==> src/design/fmt_hdr_pkg.sv <==
// constants shared by both ends of the format parameter link
// assumes one 100 MHz clock and a byte-wide data-out stream
package fmt_hdr_pkg;
    // header layout
    localparam int header_bytes = 4;
    localparam int descriptor_bytes = 8;
    localparam int options_valid_bit = 7;
    localparam int skip_factory_bit = 6;
    localparam int no_certify_bit = 5;
    localparam int halt_on_error_bit = 4;
    localparam int vendor_bit_pos = 0;
    // defect list format codes
    localparam logic [2:0] format_bytes_from_index = 3'h4;
    localparam logic [2:0] format_physical = 3'h5;
    localparam logic [2:0] format_vendor = 3'h6;
    localparam logic [2:0] format_reserved = 3'h7;
    // sense key and code answers
    localparam logic [7:0] sense_none = 8'h00;
    localparam logic [7:0] sense_illegal = 8'h05;
    localparam logic [7:0] code_none = 8'h00;
    localparam logic [7:0] code_bad_cdb = 8'h24;
    localparam logic [7:0] code_bad_param = 8'h26;
    // list selection bits of the format plan
    localparam int use_factory = 0;
    localparam int use_grown = 1;
    localparam int use_initiator = 2;
    localparam int purge_grown = 3;
    // register offsets of the host controller
    localparam logic [7:0] reg_command = 8'h00;
    localparam logic [7:0] reg_header = 8'h04;
    localparam logic [7:0] reg_descriptor_hi = 8'h08;
    localparam logic [7:0] reg_descriptor_lo = 8'h0c;
    localparam logic [7:0] reg_status = 8'h10;
    localparam logic [7:0] reg_result = 8'h14;
endpackage

==> src/design/fmt_link_if.sv <==
// byte-wide link between initiator and drive decoder
// assumes both ends run on the same pclk
`timescale 1ns/10ps
`default_nettype none
interface fmt_link_if (
    input wire logic pclk
);
    logic cmd_valid; // command start pulse
    logic [7:0] cdb_byte1; // parameters-follow, replace, format code
    logic data_valid; // data-out byte valid
    logic data_ready; // drive accepts byte
    logic [7:0] data_byte; // data-out byte
    logic done; // command end pulse
    logic check_condition; // error end
    logic [7:0] sense_key; // sense key
    logic [7:0] sense_code; // additional sense code
    modport initiator (
        output cmd_valid, cdb_byte1, data_valid, data_byte,
        input data_ready, done, check_condition, sense_key, sense_code
    );
    modport drive (
        input cmd_valid, cdb_byte1, data_valid, data_byte,
        output data_ready, done, check_condition, sense_key, sense_code
    );
endinterface
`default_nettype wire

==> src/design/fmt_drive_decoder.sv <==
// drive end: decodes format command flags, header and descriptors
// assumes the initiator keeps byte order and holds data until accepted
//
// Our own choices: the placing of the registers and register access over APB.
`timescale 1ns/10ps
`default_nettype none
module fmt_drive_decoder (
    input wire logic pclk,
    input wire logic presetn,
    fmt_link_if.drive link,
    output logic [3:0] list_plan, // factory, grown, initiator, purge
    output logic halt_on_list_error, // stop on defect list error
    output logic plan_valid, // one-cycle pulse when plan is final
    output logic desc_valid, // one-cycle descriptor pulse
    output logic [23:0] desc_cylinder, // cylinder of defect
    output logic [7:0] desc_head, // head of defect
    output logic [31:0] desc_offset, // bytes from index
    output logic [2:0] list_format // accepted format code
);
    typedef enum logic [2:0] {
        idle_st = 3'b000,
        header_st = 3'b001,
        desc_st = 3'b011,
        decide_st = 3'b010,
        end_st = 3'b110
    } state_type;

    state_type state; // current step
    logic [7:0] flags; // header byte one
    logic [15:0] length; // defect list byte count
    logic [15:0] taken; // descriptor bytes taken
    logic [1:0] hdr_index; // header byte index
    logic [2:0] desc_index; // byte within descriptor
    logic [63:0] desc_shift; // descriptor assembly
    logic follow; // parameters follow
    logic replace; // replace grown list
    logic bad_header; // header reserved byte zero not zero
    logic accept; // byte handshake

    assign accept = link.data_valid && link.data_ready;

    // mode table lookup; returns plan bits, or only bit 4 set (5'h10) when unsupported
    function automatic logic [4:0] mode_plan(input logic pf, input logic rg,
                                             input logic sk, input logic nc);
        logic [4:0] p;
        p = 5'h10;
        if (!pf) begin
            p = 5'h09;
        end else if (!rg && !sk && nc) begin
            p = 5'h03;
        end else if (rg && !sk && nc) begin
            p = 5'h09;
        end else if (!rg && sk && nc) begin
            p = 5'h02;
        end else if (rg && sk && nc) begin
            p = 5'h0c;
        end
        return p;
    endfunction

    // command sequencing and byte collection
    always_ff @(posedge pclk or negedge presetn) begin
        if (!presetn) begin
            state <= idle_st;
            flags <= 8'h00;
            length <= 16'h0000;
            taken <= 16'h0000;
            hdr_index <= 2'h0;
            desc_index <= 3'h0;
            desc_shift <= 64'h0;
            follow <= 1'b0;
            replace <= 1'b0;
            bad_header <= 1'b0;
            list_format <= 3'h0;
            link.data_ready <= 1'b0;
            desc_valid <= 1'b0;
        end else begin
            desc_valid <= 1'b0;
            case (state)
                idle_st: begin
                    if (link.cmd_valid) begin
                        follow <= link.cdb_byte1[4];
                        replace <= link.cdb_byte1[3];
                        list_format <= link.cdb_byte1[2:0];
                        hdr_index <= 2'h0;
                        bad_header <= 1'b0;
                        flags <= 8'h00;
                        length <= 16'h0000;
                        taken <= 16'h0000;
                        desc_index <= 3'h0;
                        // data-out only when parameters follow
                        if (link.cdb_byte1[4]) begin
                            state <= header_st;
                            link.data_ready <= 1'b1;
                        end else begin
                            state <= decide_st;
                        end
                    end
                end
                header_st: begin
                    if (accept) begin
                        hdr_index <= hdr_index + 2'h1;
                        if (hdr_index == 2'h0 && link.data_byte != 8'h00) begin
                            bad_header <= 1'b1;
                        end
                        if (hdr_index == 2'h1) begin
                            flags <= link.data_byte;
                        end
                        if (hdr_index == 2'h2) begin
                            length[15:8] <= link.data_byte;
                        end
                        if (hdr_index == 2'h3) begin
                            length[7:0] <= link.data_byte;
                            if ({length[15:8], link.data_byte} == 16'h0000) begin
                                link.data_ready <= 1'b0;
                                state <= decide_st;
                            end else begin
                                state <= desc_st;
                            end
                        end
                    end
                end
                desc_st: begin
                    if (accept) begin
                        desc_shift <= {desc_shift[55:0], link.data_byte};
                        desc_index <= desc_index + 3'h1;
                        taken <= taken + 16'h0001;
                        if (desc_index == 3'h7) begin
                            desc_valid <= 1'b1;
                        end
                        if (taken + 16'h0001 == length) begin
                            link.data_ready <= 1'b0;
                            state <= decide_st;
                        end
                    end
                end
                decide_st: begin
                    state <= end_st;
                end
                default: begin
                    state <= idle_st;
                end
            endcase
        end
    end

    // descriptor fields taken from the assembled eight bytes
    assign desc_cylinder = desc_shift[63:40];
    assign desc_head = desc_shift[39:32];
    assign desc_offset = desc_shift[31:0];

    // final plan and command answer
    always_ff @(posedge pclk or negedge presetn) begin
        if (!presetn) begin
            list_plan <= 4'h0;
            halt_on_list_error <= 1'b0;
            plan_valid <= 1'b0;
            link.done <= 1'b0;
            link.check_condition <= 1'b0;
            link.sense_key <= fmt_hdr_pkg::sense_none;
            link.sense_code <= fmt_hdr_pkg::code_none;
        end else begin
            plan_valid <= 1'b0;
            link.done <= 1'b0;
            if (state == decide_st) begin
                logic ov;
                logic sk;
                logic nc;
                logic [4:0] p;
                ov = flags[fmt_hdr_pkg::options_valid_bit];
                // invalid options read as factory on, certify off
                sk = (ov && follow) ? flags[fmt_hdr_pkg::skip_factory_bit] : 1'b0;
                nc = (ov && follow) ? flags[fmt_hdr_pkg::no_certify_bit] : 1'b1;
                p = mode_plan(follow, replace, sk, nc);
                link.done <= 1'b1;
                link.check_condition <= 1'b0;
                link.sense_key <= fmt_hdr_pkg::sense_none;
                link.sense_code <= fmt_hdr_pkg::code_none;
                if (follow && (list_format == fmt_hdr_pkg::format_vendor ||
                        list_format == fmt_hdr_pkg::format_reserved ||
                        (length != 16'h0000 && !list_format[2]))) begin
                    link.check_condition <= 1'b1;
                    link.sense_key <= fmt_hdr_pkg::sense_illegal;
                    link.sense_code <= fmt_hdr_pkg::code_bad_cdb;
                end else if (follow && (bad_header || flags[3:0] != 4'h0 ||
                        (!ov && flags[6:4] != 3'h0) || length[2:0] != 3'h0)) begin
                    link.check_condition <= 1'b1;
                    link.sense_key <= fmt_hdr_pkg::sense_illegal;
                    link.sense_code <= fmt_hdr_pkg::code_bad_param;
                end else if (p[4]) begin
                    link.check_condition <= 1'b1;
                    link.sense_key <= fmt_hdr_pkg::sense_illegal;
                    link.sense_code <= fmt_hdr_pkg::code_bad_param;
                end else begin
                    // initiator list used only when one was sent
                    list_plan <= {p[3], p[2] && length != 16'h0000, p[1:0]};
                    halt_on_list_error <= ov && follow &&
                        flags[fmt_hdr_pkg::halt_on_error_bit];
                    plan_valid <= 1'b1;
                end
            end
        end
    end
endmodule
`default_nettype wire

==> src/flat_wrapper.sv <==
// flat-port wrapper written by rule: the top's interface ports become plain ports
module fmt_drive_decoder_flat 
  (pclk, presetn, list_plan, halt_on_list_error, plan_valid, desc_valid, desc_cylinder, desc_head, desc_offset, list_format, link_cmd_valid, link_cdb_byte1, link_data_valid, link_data_byte, link_data_ready, link_done, link_check_condition, link_sense_key, link_sense_code);
  fmt_link_if link_i (.pclk(pclk));
  input wire logic pclk;
  input wire logic presetn;
  output logic [3:0] list_plan;
  output logic halt_on_list_error;
  output logic plan_valid;
  output logic desc_valid;
  output logic [23:0] desc_cylinder;
  output logic [7:0] desc_head;
  output logic [31:0] desc_offset;
  output logic [2:0] list_format;
  input wire logic [$bits(link_i.cmd_valid)-1:0] link_cmd_valid;
  input wire logic [$bits(link_i.cdb_byte1)-1:0] link_cdb_byte1;
  input wire logic [$bits(link_i.data_valid)-1:0] link_data_valid;
  input wire logic [$bits(link_i.data_byte)-1:0] link_data_byte;
  output wire logic [$bits(link_i.data_ready)-1:0] link_data_ready;
  output wire logic [$bits(link_i.done)-1:0] link_done;
  output wire logic [$bits(link_i.check_condition)-1:0] link_check_condition;
  output wire logic [$bits(link_i.sense_key)-1:0] link_sense_key;
  output wire logic [$bits(link_i.sense_code)-1:0] link_sense_code;
  assign link_i.cmd_valid = link_cmd_valid;
  assign link_i.cdb_byte1 = link_cdb_byte1;
  assign link_i.data_valid = link_data_valid;
  assign link_i.data_byte = link_data_byte;
  assign link_data_ready = link_i.data_ready;
  assign link_done = link_i.done;
  assign link_check_condition = link_i.check_condition;
  assign link_sense_key = link_i.sense_key;
  assign link_sense_code = link_i.sense_code;
  fmt_drive_decoder u_core (.pclk(pclk), .presetn(presetn), .link(link_i), .list_plan(list_plan), .halt_on_list_error(halt_on_list_error), .plan_valid(plan_valid), .desc_valid(desc_valid), .desc_cylinder(desc_cylinder), .desc_head(desc_head), .desc_offset(desc_offset), .list_format(list_format));
endmodule
==> config.mk <==
export PLATFORM = sky130hd
export DESIGN_NAME = fmt_drive_decoder_flat
export DESIGN_NICKNAME = d
export VERILOG_FILES = /design/src/design/fmt_hdr_pkg.sv /design/src/design/fmt_link_if.sv /design/src/design/fmt_drive_decoder.sv /design/src/flat_wrapper.sv
export SDC_FILE = /design/constraint.sdc
export NUM_CORES = 1
export LEC_CHECK = 0
export ABC_AREA = 1
export BUFFER_PORTS_ARGS = -buffer_cell sky130_fd_sc_hd__buf_2
export CAP_MARGIN = 20
export CELL_PAD_IN_SITES_DETAIL_PLACEMENT = 0
export CELL_PAD_IN_SITES_GLOBAL_PLACEMENT = 2
export CORE_ASPECT_RATIO = 0.6
export CORE_UTILIZATION = 31
export CTS_CLUSTER_DIAMETER = 60
export CTS_CLUSTER_SIZE = 12
export DETAILED_ROUTE_END_ITERATION = 8
export PLACE_DENSITY_LB_ADDON = 0.1
export SLEW_MARGIN = 20
export SYNTH_ARGS = -nofsm -noshare
export SYNTH_HDL_FRONTEND = slang
export SYNTH_SLANG_ARGS = --single-unit
==> constraint.sdc <==
create_clock -name pclk -period 1.7 [get_ports pclk]
set_input_delay 0 -clock pclk [delete_from_list [all_inputs] [get_ports pclk]]
set_output_delay 0 -clock pclk [all_outputs]
set_load 0.03 [all_outputs]
==> impl_results.md, run 1 <==
- Status: finished with violations
- Violated checks: negative setup slack
- First-pass GRT wire length: about 27000 um
- Share of post-route cells with drive strength above 1: 0.384
- Async SR Flop Fraction: 1.00
- Average wire per cell in the routed design: about 15 um
- Cell taking the most area after synthesis: dfrtp_1
- WP data arrival: approximately 2.4 ns
- Power Dens Cells: 1900 nW/um^2
- CP delay by family, top: simple AND/OR/NAND/NOR gates
- Period utilization: 1.24
- Met3 wire length: between 500 and 600 um
- Synth Area in XOR/XNOR: 0.0132
- # H-tree levels: 4
- Launch point of the worst reg-to-reg path: u_core.taken[0]
- Netlist cell types: 40
- Simple logic cell fraction of the synthesized area: 0.199
- Initial antenna violation count: 0
- Layout area overhead: 41.4%
- Sequential area share after synthesis: 0.533
- Top-area cell type share of the netlist area: 0.533
- Port Buffers: just under 100
- Crit-path max cell delay: around 0.43 ns
- Adder-cell share of the synthesized area: 0.0145
- CTS tree: done
- Initial Util: 0.317
- I/O pins: 113
- Minimum clock period: roughly 2.1 ns
- Hold/Removal Path Class: primary input to flop
- GRT overflow: 0
- Clk sinks: about 130
- PnR Total Power: 16300 uW
- Vias in the first global route: slightly below 5000
- Worst-Skew Late Latency: between 0.4 and 0.5 ns
- Post-synthesis register bit count: roughly 130
- CTS root buffer: clkbuf_16
- Top FF cell, synth: dfrtp_1
- Core Region: between 15000 and 20000 um^2
- Worst path bufs/invs: 2
- Post-synthesis mux area share: 0.0744
- Post-synthesis compound-gate area fraction: 0.0864
- Levels on crit path: 16
- Unrepaired setup endpoints after global routing: true
- Reg2Reg Depth: 16
- GRT Overall Usage: 0.180
- Fmax: 473 MHz
- Synth area leaders: dfrtp_1, nand2_1, mux2_2
- ANT cells: 0
- Worst R2R Setup Slack: -0.41 ns
- NumNets Final: between 800 and 900
- DPL Wire Length: 12700 um
- Via count: 5031
- Post-synth EDFFs: 0
- Clock Skews: approximately 0.0072 ns
- Die area: around 20000 um^2
- DRT Pass-1 Iters: 4
- Cells along the critical path: ha_4 > buf_6 > inv_2 > nand2_2 > nand3b_1 > nand2_1 > nor2_1 > nand3_2 > nor2_2 > nand2_1 > nor2_2 > nand3_4 > nand2_4 > nand2_2 > nor2_2 > nand2_1
- Met2 wire len: approximately 6800 um
- Initial detailed-routing violation count: about 160
- CP Class: flop to flop
- Final WL: 16800 um
- Crit start category: flop
- Nature of the critical path endpoint: flop
- Total CTS buffers: 17
- Mapped Area: 6050 um^2
- Reg-to-reg endpoint: u_core.state[0]
- Syn_area_per_cell: between 9 and 10 um^2
- Final hold vios: 0
- Required time of the critical path: 2.02 ns
- Hold_sp: link_cmd_valid
- Hold slack: 0.0179 ns
- Fin. max-slew vios: 0
- Setup slack after layout: -0.414 ns
- Die width: ~180 um
- Lkg Pwr: roughly 0.0044 uW
- Mapped Cells: between 600 and 700
- Largest net degree at the start of global routing: 36
- Synthesis Warnings: 0
- Peak supply drop: 0.925 mV
- Clk pin slew, worst setup/hold paths: 0.06 ns
- Slowest-stage cell, CP: dfrtp_2
- Worst Hold End: u_core.hdr_index[0]
- TNS Setup: -1.45 ns
- M1 wire length: between 9000 and 10000 um
- Maxcap violations: 0
- Die Ht: around 110 um
- Combinational family with the most area after synthesis: simple AND/OR/NAND/NOR gates
- Highest layer used for signal routing: met4
- Gpl congestion: 0.842
- Hold path cells: 4
- DRC viols: 0
- Post-route ant nets: 0
- Vias per cell: between 4 and 5
- Crit-path max FO: 5
- Rows: 39
- Longest Clk Path Bufs: 2
- # setup viols final: 11
state kept, by name, indices dropped and copies added (netlist names):
signal	flops
u_core.bad_header	1
u_core.desc_index	3
u_core.desc_shift	64
u_core.desc_valid	1
u_core.flags	8
u_core.follow	1
u_core.halt_on_list_error	1
u_core.hdr_index	2
u_core.length	16
u_core.link.data_ready	1
u_core.link.done	1
u_core.link.sense_code	1
u_core.link.sense_key	1
u_core.list_format	3
u_core.list_plan	4
u_core.plan_valid	1
u_core.replace	1
u_core.state	3
u_core.taken	16
synthesized netlist by cell type, types with 8 or more instances:
cell type and instances:
a21oi_1 12, buf_2 11, buf_4 17, dfrtp_1 129, inv_1 68, mux2_2 40, nand2_1 147, nand3_1 37
nand4_1 9, nor2_1 39, nor3_1 8, o21ai_0 49, o21ai_1 10, o22ai_1 11
metal layers:
layer	vias up	global-route usage
li1	2539	-
met1	2403	0.272
met2	74	0.252
met3	15	0.0434
met4	0	0.0552
met5	-	0
how the worst max path moves through the flow:
stage	start	endpoint	slack, ns
CTS	u_core.taken[1]	u_core.state[0]	-0.32
global placement	u_core.taken[0]	u_core.state[0]	-0.37
floorplan	u_core.taken[0]	u_core.state[0]	0.01
global route	u_core.taken[1]	u_core.state[0]	-0.53
finish	u_core.taken[0]	u_core.state[0]	-0.41
detailed placement	u_core.taken[0]	u_core.state[0]	-0.39
cell usage in the layout, fill, tap and decap left out, drive strengths merged, types with 5 or more instances in the layout:
master,n
buf,205
nand2,155
dfrtp,129
inv,72
o21ai,62
nor2,50
mux2,40
nand3,40
clkbuf,20
dlygate4sd3,14
a21oi,12
o22ai,11
conb,11
nand4,9
nor3,9
ha,7
bufinv,5
clkinv,5
repair_timing:
item | CTS | global route
buffers inserted | 10 | 8
hold buffers | 14 | 0
endpoints found under the setup margin | 17 | 42
resized for setup | 17 | 20
endpoints found under the hold margin | 150 | 0
pin swaps | 10 | 22
logic make-up after synthesis:
group,Yosys count
compound gates,93
xor+xnor,6
fa+ha+maj,7
buf+inv,103
flops,129
mux,40
other cells,1
simple gates,267
report_power, final:
part | leakage (uW) | internal, uW | switching [uW]
combinational | 0.00239 | 2840 | 4290
sequential | 0.00167 | 4170 | 840
clock | 0.000311 | 2650 | 1470
total | 0.00437 | 9660 | 6600
worst min-delay path, cell delays in order:
cell,delay [ns]
buf_2,0.13
nand2_4,0.09
o21ai_2,0.10
o21ai_0,0.09
layout make-up:
| type | count | area, um^2 |
|---|---|---|
| clock buffer | 20 | 447 |
| clock inverter | 12 | 205 |
| fill | 1874 | 10500 |
| inverter | 72 | 273 |
| multi-input combinational | 424 | 2510 |
| sequential | 129 | 3230 |
| tap | 266 | 333 |
| timing repair buffer | 219 | 1560 |
per-stage QoR:
| step | instance area [um^2] | std cells | setup WS (ns) | util |
|---|---|---|---|---|
| floorplan | 6110 | 656 | 0.0103 | - |
| CTS | 8450 | 1134 | -0.322 | 0.443 |
| global placement | 7520 | 1078 | -0.366 | 0.394 |
| global route | 8560 | 1142 | -0.535 | 0.449 |
| detailed placement | 7520 | 1078 | -0.393 | 0.394 |
| finish | 8560 | 1142 | -0.414 | 0.449 |
(Power assumes the default switching activity.)
==> run 2: changes to the inputs <==
- CORE_ASPECT_RATIO: 0.6 -> not set
- RECOVER_POWER: not set -> 50
==> run 2 against run 1 <==
The flow still finishes with violations (negative setup slack). Sequential power about the same. Register-to-register slack better by 0.22 ns. Clock-buffer cell count decreased by 3. Hold slack gained 0.097 ns. Clock skew about the same. Maximum frequency up 12%. Worst setup slack gained 0.22 ns. Via count grew 2.9%. Power rose by 0.97%. Non-clock buffer count up 11. Final cell count up 0.44%. Critical endpoint unchanged. Largest power group unchanged.
==> impl_results.md, run 2 (synthesized netlist as in run 1, its figures left out) <==
- Die area: 20100 um^2 (about the same)
- Max reg flops: 64 (unchanged)
- Clock Skews: 0.00695 ns (-0.000213 ns)
- Setup crit end: u_core.state[0]
- Hold path cells: 6 (+2)
- DRC viols: 0 (unchanged)
- Worst-Margin Slew: slightly above 0.9 ns
- WP data arrival: 2.19 ns (-0.25 ns)
- GRT Overall Usage: 0.175 (-0.00538)
- Clk sinks: 129 (unchanged)
- Initial detailed-routing violation count: 182 (+12%)
- Nature of the critical path endpoint: flop
- Launch point of the worst reg-to-reg path: u_core.taken[8]
- Gpl congestion: 0.810 (-3.8%)
- Crit. Startpoint: u_core.taken[8]
- Crit-path max cell delay: 0.43 ns (about the same)
- Final hold vios: 0 (unchanged)
- Crit-path max FO: 5 (unchanged)
- Initial antenna violation count: 0 (unchanged)
- GRT overflow: 0 (unchanged)
- Placement Setup Slack: -0.273 ns (+0.120 ns)
- Status: finished with violations
- # fillers: 1916 (+2.2%)
- Worst-Skew Late Latency: 0.41 ns (-0.02 ns)
- Final WL: 17100 um (+1.7%)
- Hold_sp: link_cmd_valid
- Die width: 142 um (-22%)
- Reg-to-reg endpoint: u_core.state[0]
- Minimum clock period: 1.89 ns (-0.221 ns)
- # H-tree levels: 4 (unchanged)
- Post-route ant nets: 0 (unchanged)
- Power Dens Cells: 1870 nW/um^2 (-1.4%)
- Layout area overhead: 44.8%
- Commonest non-fill, non-tap cell in the layout: nand2_1
- Longest Clk Path Bufs: 2 (unchanged)
- Total CTS buffers: 17 (unchanged)
- CP delay by family, top: simple AND/OR/NAND/NOR gates
- Initial Util: 0.320 (+0.00313)
- Cells along the critical path: nand2_1 > nor2_1 > nand4_1 > nand2_1 > nand2_1 > nand2_1 > nand2_1 > nor2_1 > nand3_2 > nand2_4 > nand2_2 > nor2_2 > nand2_1
- # setup viols final: 30 (+19)
- Clk pin slew, worst setup/hold paths: 0.06 ns (about the same)
- First-pass GRT wire length: 26800 um (-0.23%)
- Unrepaired setup endpoints after global routing: true
- Core Region: 18900 um^2 (-0.98%)
- Required time of the critical path: 2.00 ns (-0.02 ns)
- Vias in the first global route: 5104 (+4.2%)
- Worst path bufs/invs: 0 (-2)
- Crit start category: flop
- Regs by FF count: u_core.desc_shift: 64 flops, u_core.length: 16 flops, u_core.taken: 16 flops
- CTS root buffer: clkbuf_16
- Most frequent cells in the layout: nand2_1, dfrtp_1, buf_4
- Top cell by count, worst path: nand2_1
- Hold/Removal Path Class: primary input to flop
- Largest net degree at the start of global routing: 41 (+14%)
- Biggest register: u_core.desc_shift
- ANT cells: 0 (unchanged)
- Period utilization: 1.11 (-0.130)
- Violated checks: negative setup slack
- Port Buffers: 98 (unchanged)
- DPL Wire Length: 12600 um (-0.65%)
- Average wire per cell in the routed design: 14.9 um (+1.2%)
- I/O pins: 113 (unchanged)
- Slew headroom: 0.396
- Hold slack: 0.114 ns (+0.0965 ns)
- Fmax: 528 MHz (+12%)
- Die Ht: 142 um (+29%)
- Worst R2R Setup Slack: -0.19 ns (+0.22 ns)
- Lkg Pwr: 0.00444 uW (+1.6%)
- Rows: 50 (+28%)
- CTS tree: done
- Maxcap violations: 0 (unchanged)
- Setup slack after layout: -0.193 ns (+0.221 ns)
- DRT Pass-1 Iters: 4 (unchanged)
- Fin. max-slew vios: 0 (unchanged)
- CP Class: flop to flop
- Share of post-route cells with drive strength above 1: 0.417 (+0.0336)
- Levels on crit path: 13 (-3)
- Peak supply drop: 0.769 mV (-17%)
- Via count: 5175 (+2.9%)
- Slowest-stage cell, CP: dfrtp_1
- Reg2Reg Depth: 13 (-3)
- NumNets Final: 901 (+1.2%)
- Vias per cell: 4.51 (+2.4%)
-- run 2: cell types whose count changed in the layout (fill, tap and decap cells not counted), moves of 7 or more --
cell | before | now
clkbuf_1 | 2 | 22
inv_1 | 62 | 54
inv_2 | 8 | 15
buf_2 | 97 | 76
nand2_1 | 137 | 128
nand2_4 | 5 | 13
nor2_1 | 35 | 26
nor2_4 | 7 | 15
o21ai_0 | 48 | 30
o21ai_2 | 3 | 18
-- run 2: how the worst min path moves through the flow --
stage	to	slack, ns
2_1_floorplan	u_core.bad_header	-0.30
3_3_place_gp	u_core.desc_shift[27]	0.007
3_5_place_dp	u_core.desc_shift[17]	0.006
4_1_cts	u_core.bad_header	0.01
5_1_grt	u_core.list_format[0]	0.14
6_report	u_core.list_format[2]	0.11
-- run 2: power by group --
part	leakage, uW	switching, uW	internal [uW]
clock	0.000284	1580	1960
combinational	0.00248	4640	3210
sequential	0.00167	858	4170
-- run 2: metrics by stage --
stage / instance area [um^2] / util / TNS (ns) / total power (uW) / std cells
6_report: 8770 / 0.464 / -1.59 / 16400 / 1147
2_1_floorplan: 6110 / - / 0 / 9070 / 656
3_3_place_gp: 7470 / 0.395 / -1.25 / 11700 / 1069
4_1_cts: 8310 / 0.440 / -0.677 / 15600 / 1124
5_1_grt: 8770 / 0.464 / -6.02 / 17500 / 1147
3_5_place_dp: 7470 / 0.395 / -1.39 / 11700 / 1069
-- run 2: cell type report --
| class | instances | area [um^2] | share of cell area |
|---|---|---|---|
| clock buffers | 17 | 425 | 0.0485 |
| clock inverters | 15 | 160 | 0.0183 |
| inverters | 72 | 277 | 0.0315 |
| multi-input cells | 424 | 2710 | 0.309 |
| flip-flops and latches | 129 | 3230 | 0.368 |
| well taps | 260 | 325 | 0.0371 |
| repair buffers | 230 | 1640 | 0.187 |
-- run 2: metal layers --
layer  wire (um)  track usage
met5           0            0
met4         194       0.0594
met3         548       0.0307
met2        8170        0.287
met1        8210        0.233
-- run 2: timing repair --
action | 4_1_cts | 5_1_grt
gates cloned | 0 | 2
setup buffers | 9 | 22
setup endpoints to repair | 12 | 35
hold endpoints to repair | 119 | 0
gates resized for setup | 17 | 108
hold buffers | 14 | 0
pin swaps | 10 | 31
-- run 2: worst min-delay path, cell delays in order --
cell	delay, ns
buf_2	0.13
nand2_4	0.08
buf_4	0.10
buf_4	0.09
nand2_1	0.04
nand2_1	0.05
==> run 3: changes to the inputs <==
==> constraint.sdc (replaced) <==
create_clock -name pclk -period 1.7 [get_ports pclk]
set_input_delay 0.17 -clock pclk [delete_from_list [all_inputs] [get_ports pclk]]
set_output_delay 0.17 -clock pclk [all_outputs]
set_load 0.03 [all_outputs]
==> run 3 against run 2 <==
The run still ends with negative setup slack left. Worst setup slack about the same. Clock-buffer cell count is the same. Hold slack got worse by 0.079 ns. Final cell count down 1.4%. Core utilization is 2.4 points lower. Design area decreased by 5.2%. Critical endpoint unchanged.
==> impl_results.md, run 3 (synthesized netlist as in run 1, its figures left out) <==
- Required time of the critical path: 2.02 ns (+0.02 ns)
- Port Buffers: 98 (unchanged)
- Worst-Margin Slew: 0.941 ns (+0.0354 ns)
- # setup viols final: 7 (-77%)
- Rows: 50 (unchanged)
- Clock Skews: 0.0111 ns (+0.00411 ns)
- Clk sinks: 129 (unchanged)
- Commonest non-fill, non-tap cell in the layout: nand2_1
- Crit-path max FO: 5 (unchanged)
- Core Region: 18900 um^2 (unchanged)
- Layout area overhead: 37.3%
- Post-route ant nets: 0 (unchanged)
- CTS root buffer: clkbuf_16
- ANT cells: 0 (unchanged)
- Max reg flops: 64 (unchanged)
- Crit start category: flop
- CP Class: flop to flop
- Die width: 142 um (unchanged)
- Fmax: 528 MHz (about the same)
- Largest net degree at the start of global routing: 59 (+44%)
- Slew headroom: 0.373 (-0.0236)
- NumNets Final: 885 (-1.8%)
- Via count: 5045 (-2.5%)
- Reg2Reg Depth: 16 (+3)
- Final hold vios: 0 (unchanged)
- Minimum clock period: 1.89 ns (-0.000430 ns)
- Non-filler cells, final: 1131 (-1.4%)
- PnR Total Power: 15500 uW (-5.5%)
- Unrepaired setup endpoints after global routing: true
- Nature of the critical path endpoint: flop
- Total CTS buffers: 17 (unchanged)
- Fin. max-slew vios: 0 (unchanged)
- Lkg Pwr: 0.00417 uW (-6.0%)
- Vias in the first global route: 5109 (+0.098%)
- GRT overflow: 0 (unchanged)
- Initial antenna violation count: 0 (unchanged)
- Vias per cell: 4.46 (-1.1%)
- Status: finished with violations
- Setup slack after layout: -0.192 ns (+0.000430 ns)
- Gpl congestion: 0.835 (+3.1%)
- Worst Hold End: u_core.link.data_ready
- Initial Util: 0.320 (unchanged)
- Launch point of the worst reg-to-reg path: u_core.taken[0]
- Biggest register: u_core.desc_shift
- Average wire per cell in the routed design: 14.8 um (-0.59%)
- I/O pins: 113 (unchanged)
- Hold path cells: 3 (-3)
- DPL Wire Length: 12500 um (-1.3%)
- Worst R2R Setup Slack: -0.19 ns (about the same)
- Hold_sp: link_cdb_byte1[4]
- Violated checks: negative setup slack
- DRC viols: 0 (unchanged)
- Die area: 20100 um^2 (unchanged)
- Peak supply drop: 0.791 mV (+2.8%)
- Initial detailed-routing violation count: 270 (+48%)
- Die Ht: 142 um (unchanged)
- Maxcap violations: 0 (unchanged)
- Share of post-route cells with drive strength above 1: 0.357 (-0.0601)
- DRT Pass-1 Iters: 6 (+2)
- Hold/Removal Path Class: primary input to flop
- Period utilization: 1.11 (about the same)
- Most frequent cells in the layout: nand2_1, dfrtp_1, buf_4
- CTS tree: done
- GRT Overall Usage: 0.176 (+0.00114)
- Power Dens Cells: 1870 nW/um^2 (-0.30%)
- Final WL: 16800 um (-2.0%)
- Final Util: 0.440 (-0.0241)
- # H-tree levels: 4 (unchanged)
- Clk pin slew, worst setup/hold paths: 0.07 ns (about the same)
- Worst-Skew Late Latency: 0.43 ns (+0.02 ns)
- Longest Clk Path Bufs: 2 (unchanged)
- WP data arrival: 2.21 ns (+0.02 ns)
- First-pass GRT wire length: 26900 um (+0.36%)
- Reg-to-reg endpoint: u_core.state[0]
- Regs by FF count: u_core.desc_shift: 64 flops, u_core.length: 16 flops, u_core.taken: 16 flops
- Cell count after placement: 1072 (+0.28%)
## run 3: cell count changes in the layout (fill, tap and decap cells not counted), sizes merged
| cell | before | now |
|---|---|---|
| inv | 79 | 81 |
| buf | 188 | 173 |
| clkbuf | 45 | 53 |
| dlygate4sd3 | 14 | 5 |
| clkinv | 6 | 2 |
| clkinvlp | 2 | 4 |
## run 3: per-layer routing
metal	share of wire	wire length [um]	GRT usage	vias to the layer above
met5	0	0	0	-
met4	0.0087	146	0.0526	0
met3	0.036	604	0.0354	11
met2	0.47	7940	0.286	110
met1	0.48	8090	0.237	2395
li1	-	-	-	2529
## run 3: worst max-delay path, stage by stage (launching register included)
cell and delay (ns):
dfrtp_2 0.41, ha_4 0.17, nand2_4 0.06, nor2_4 0.16, nand2_1 0.09, nand2_2 0.08
nand2_2 0.06, nand2_1 0.05, nand2_1 0.05, nor2_1 0.09, nand2_1 0.07, nor2_2 0.08
nand3_2 0.12, nand2_4 0.12, nand2_2 0.05, nor2_2 0.07, nand2_1 0.05
## run 3: per-stage QoR
| step | TNS [ns] | worst slack (ns) | hold WS [ns] | instance area [um^2] |
|---|---|---|---|---|
| final | -0.661 | -0.192 | 0.0357 | 8310 |
| after global placement | -2.31 | -0.271 | -0.00369 | 7490 |
| after global routing | -3.22 | -0.374 | 0.0642 | 8310 |
| after floorplan | 0 | 0.0103 | -0.126 | 6110 |
| after CTS | -1.09 | -0.217 | 0.0369 | 8250 |
| after detailed placement | -2.20 | -0.249 | -0.00298 | 7490 |
## run 3: cell type report
cell class / count / area (um^2)
clock buffer: 17 / 425
tap: 260 / 325
clock inverter: 15 / 141
inverter: 72 / 275
sequential: 129 / 3230
fill: 1898 / 10600
timing repair buffer: 214 / 1400
multi-input combinational: 424 / 2520
## run 3: repair_timing
action	in CTS	in global routing
hold buffers	5	0
hold endpoints to repair	133	0
cloned	0	1
setup buffers	10	12
resized for setup	16	25
setup endpoints to repair	14	35
pin swaps	8	16
## run 3: worst max-delay path by stage
stage | slack [ns] | endpoint | startpoint
finish | -0.19 | u_core.state[0] | u_core.taken[0]
global route | -0.37 | u_core.state[0] | u_core.taken[0]
CTS | -0.22 | u_core.state[0] | u_core.taken[0]
detailed placement | -0.25 | u_core.list_plan[3] | u_core.length[8]
global placement | -0.27 | u_core.list_plan[3] | u_core.length[8]
floorplan | 0.01 | u_core.state[0] | u_core.taken[0]
## run 3: where the power goes
part | switching (uW) | total [uW] | internal (uW)
Clock | 1590 | 3530 | 1940
Combinational | 4300 | 7000 | 2700
Sequential | 819 | 4980 | 4170
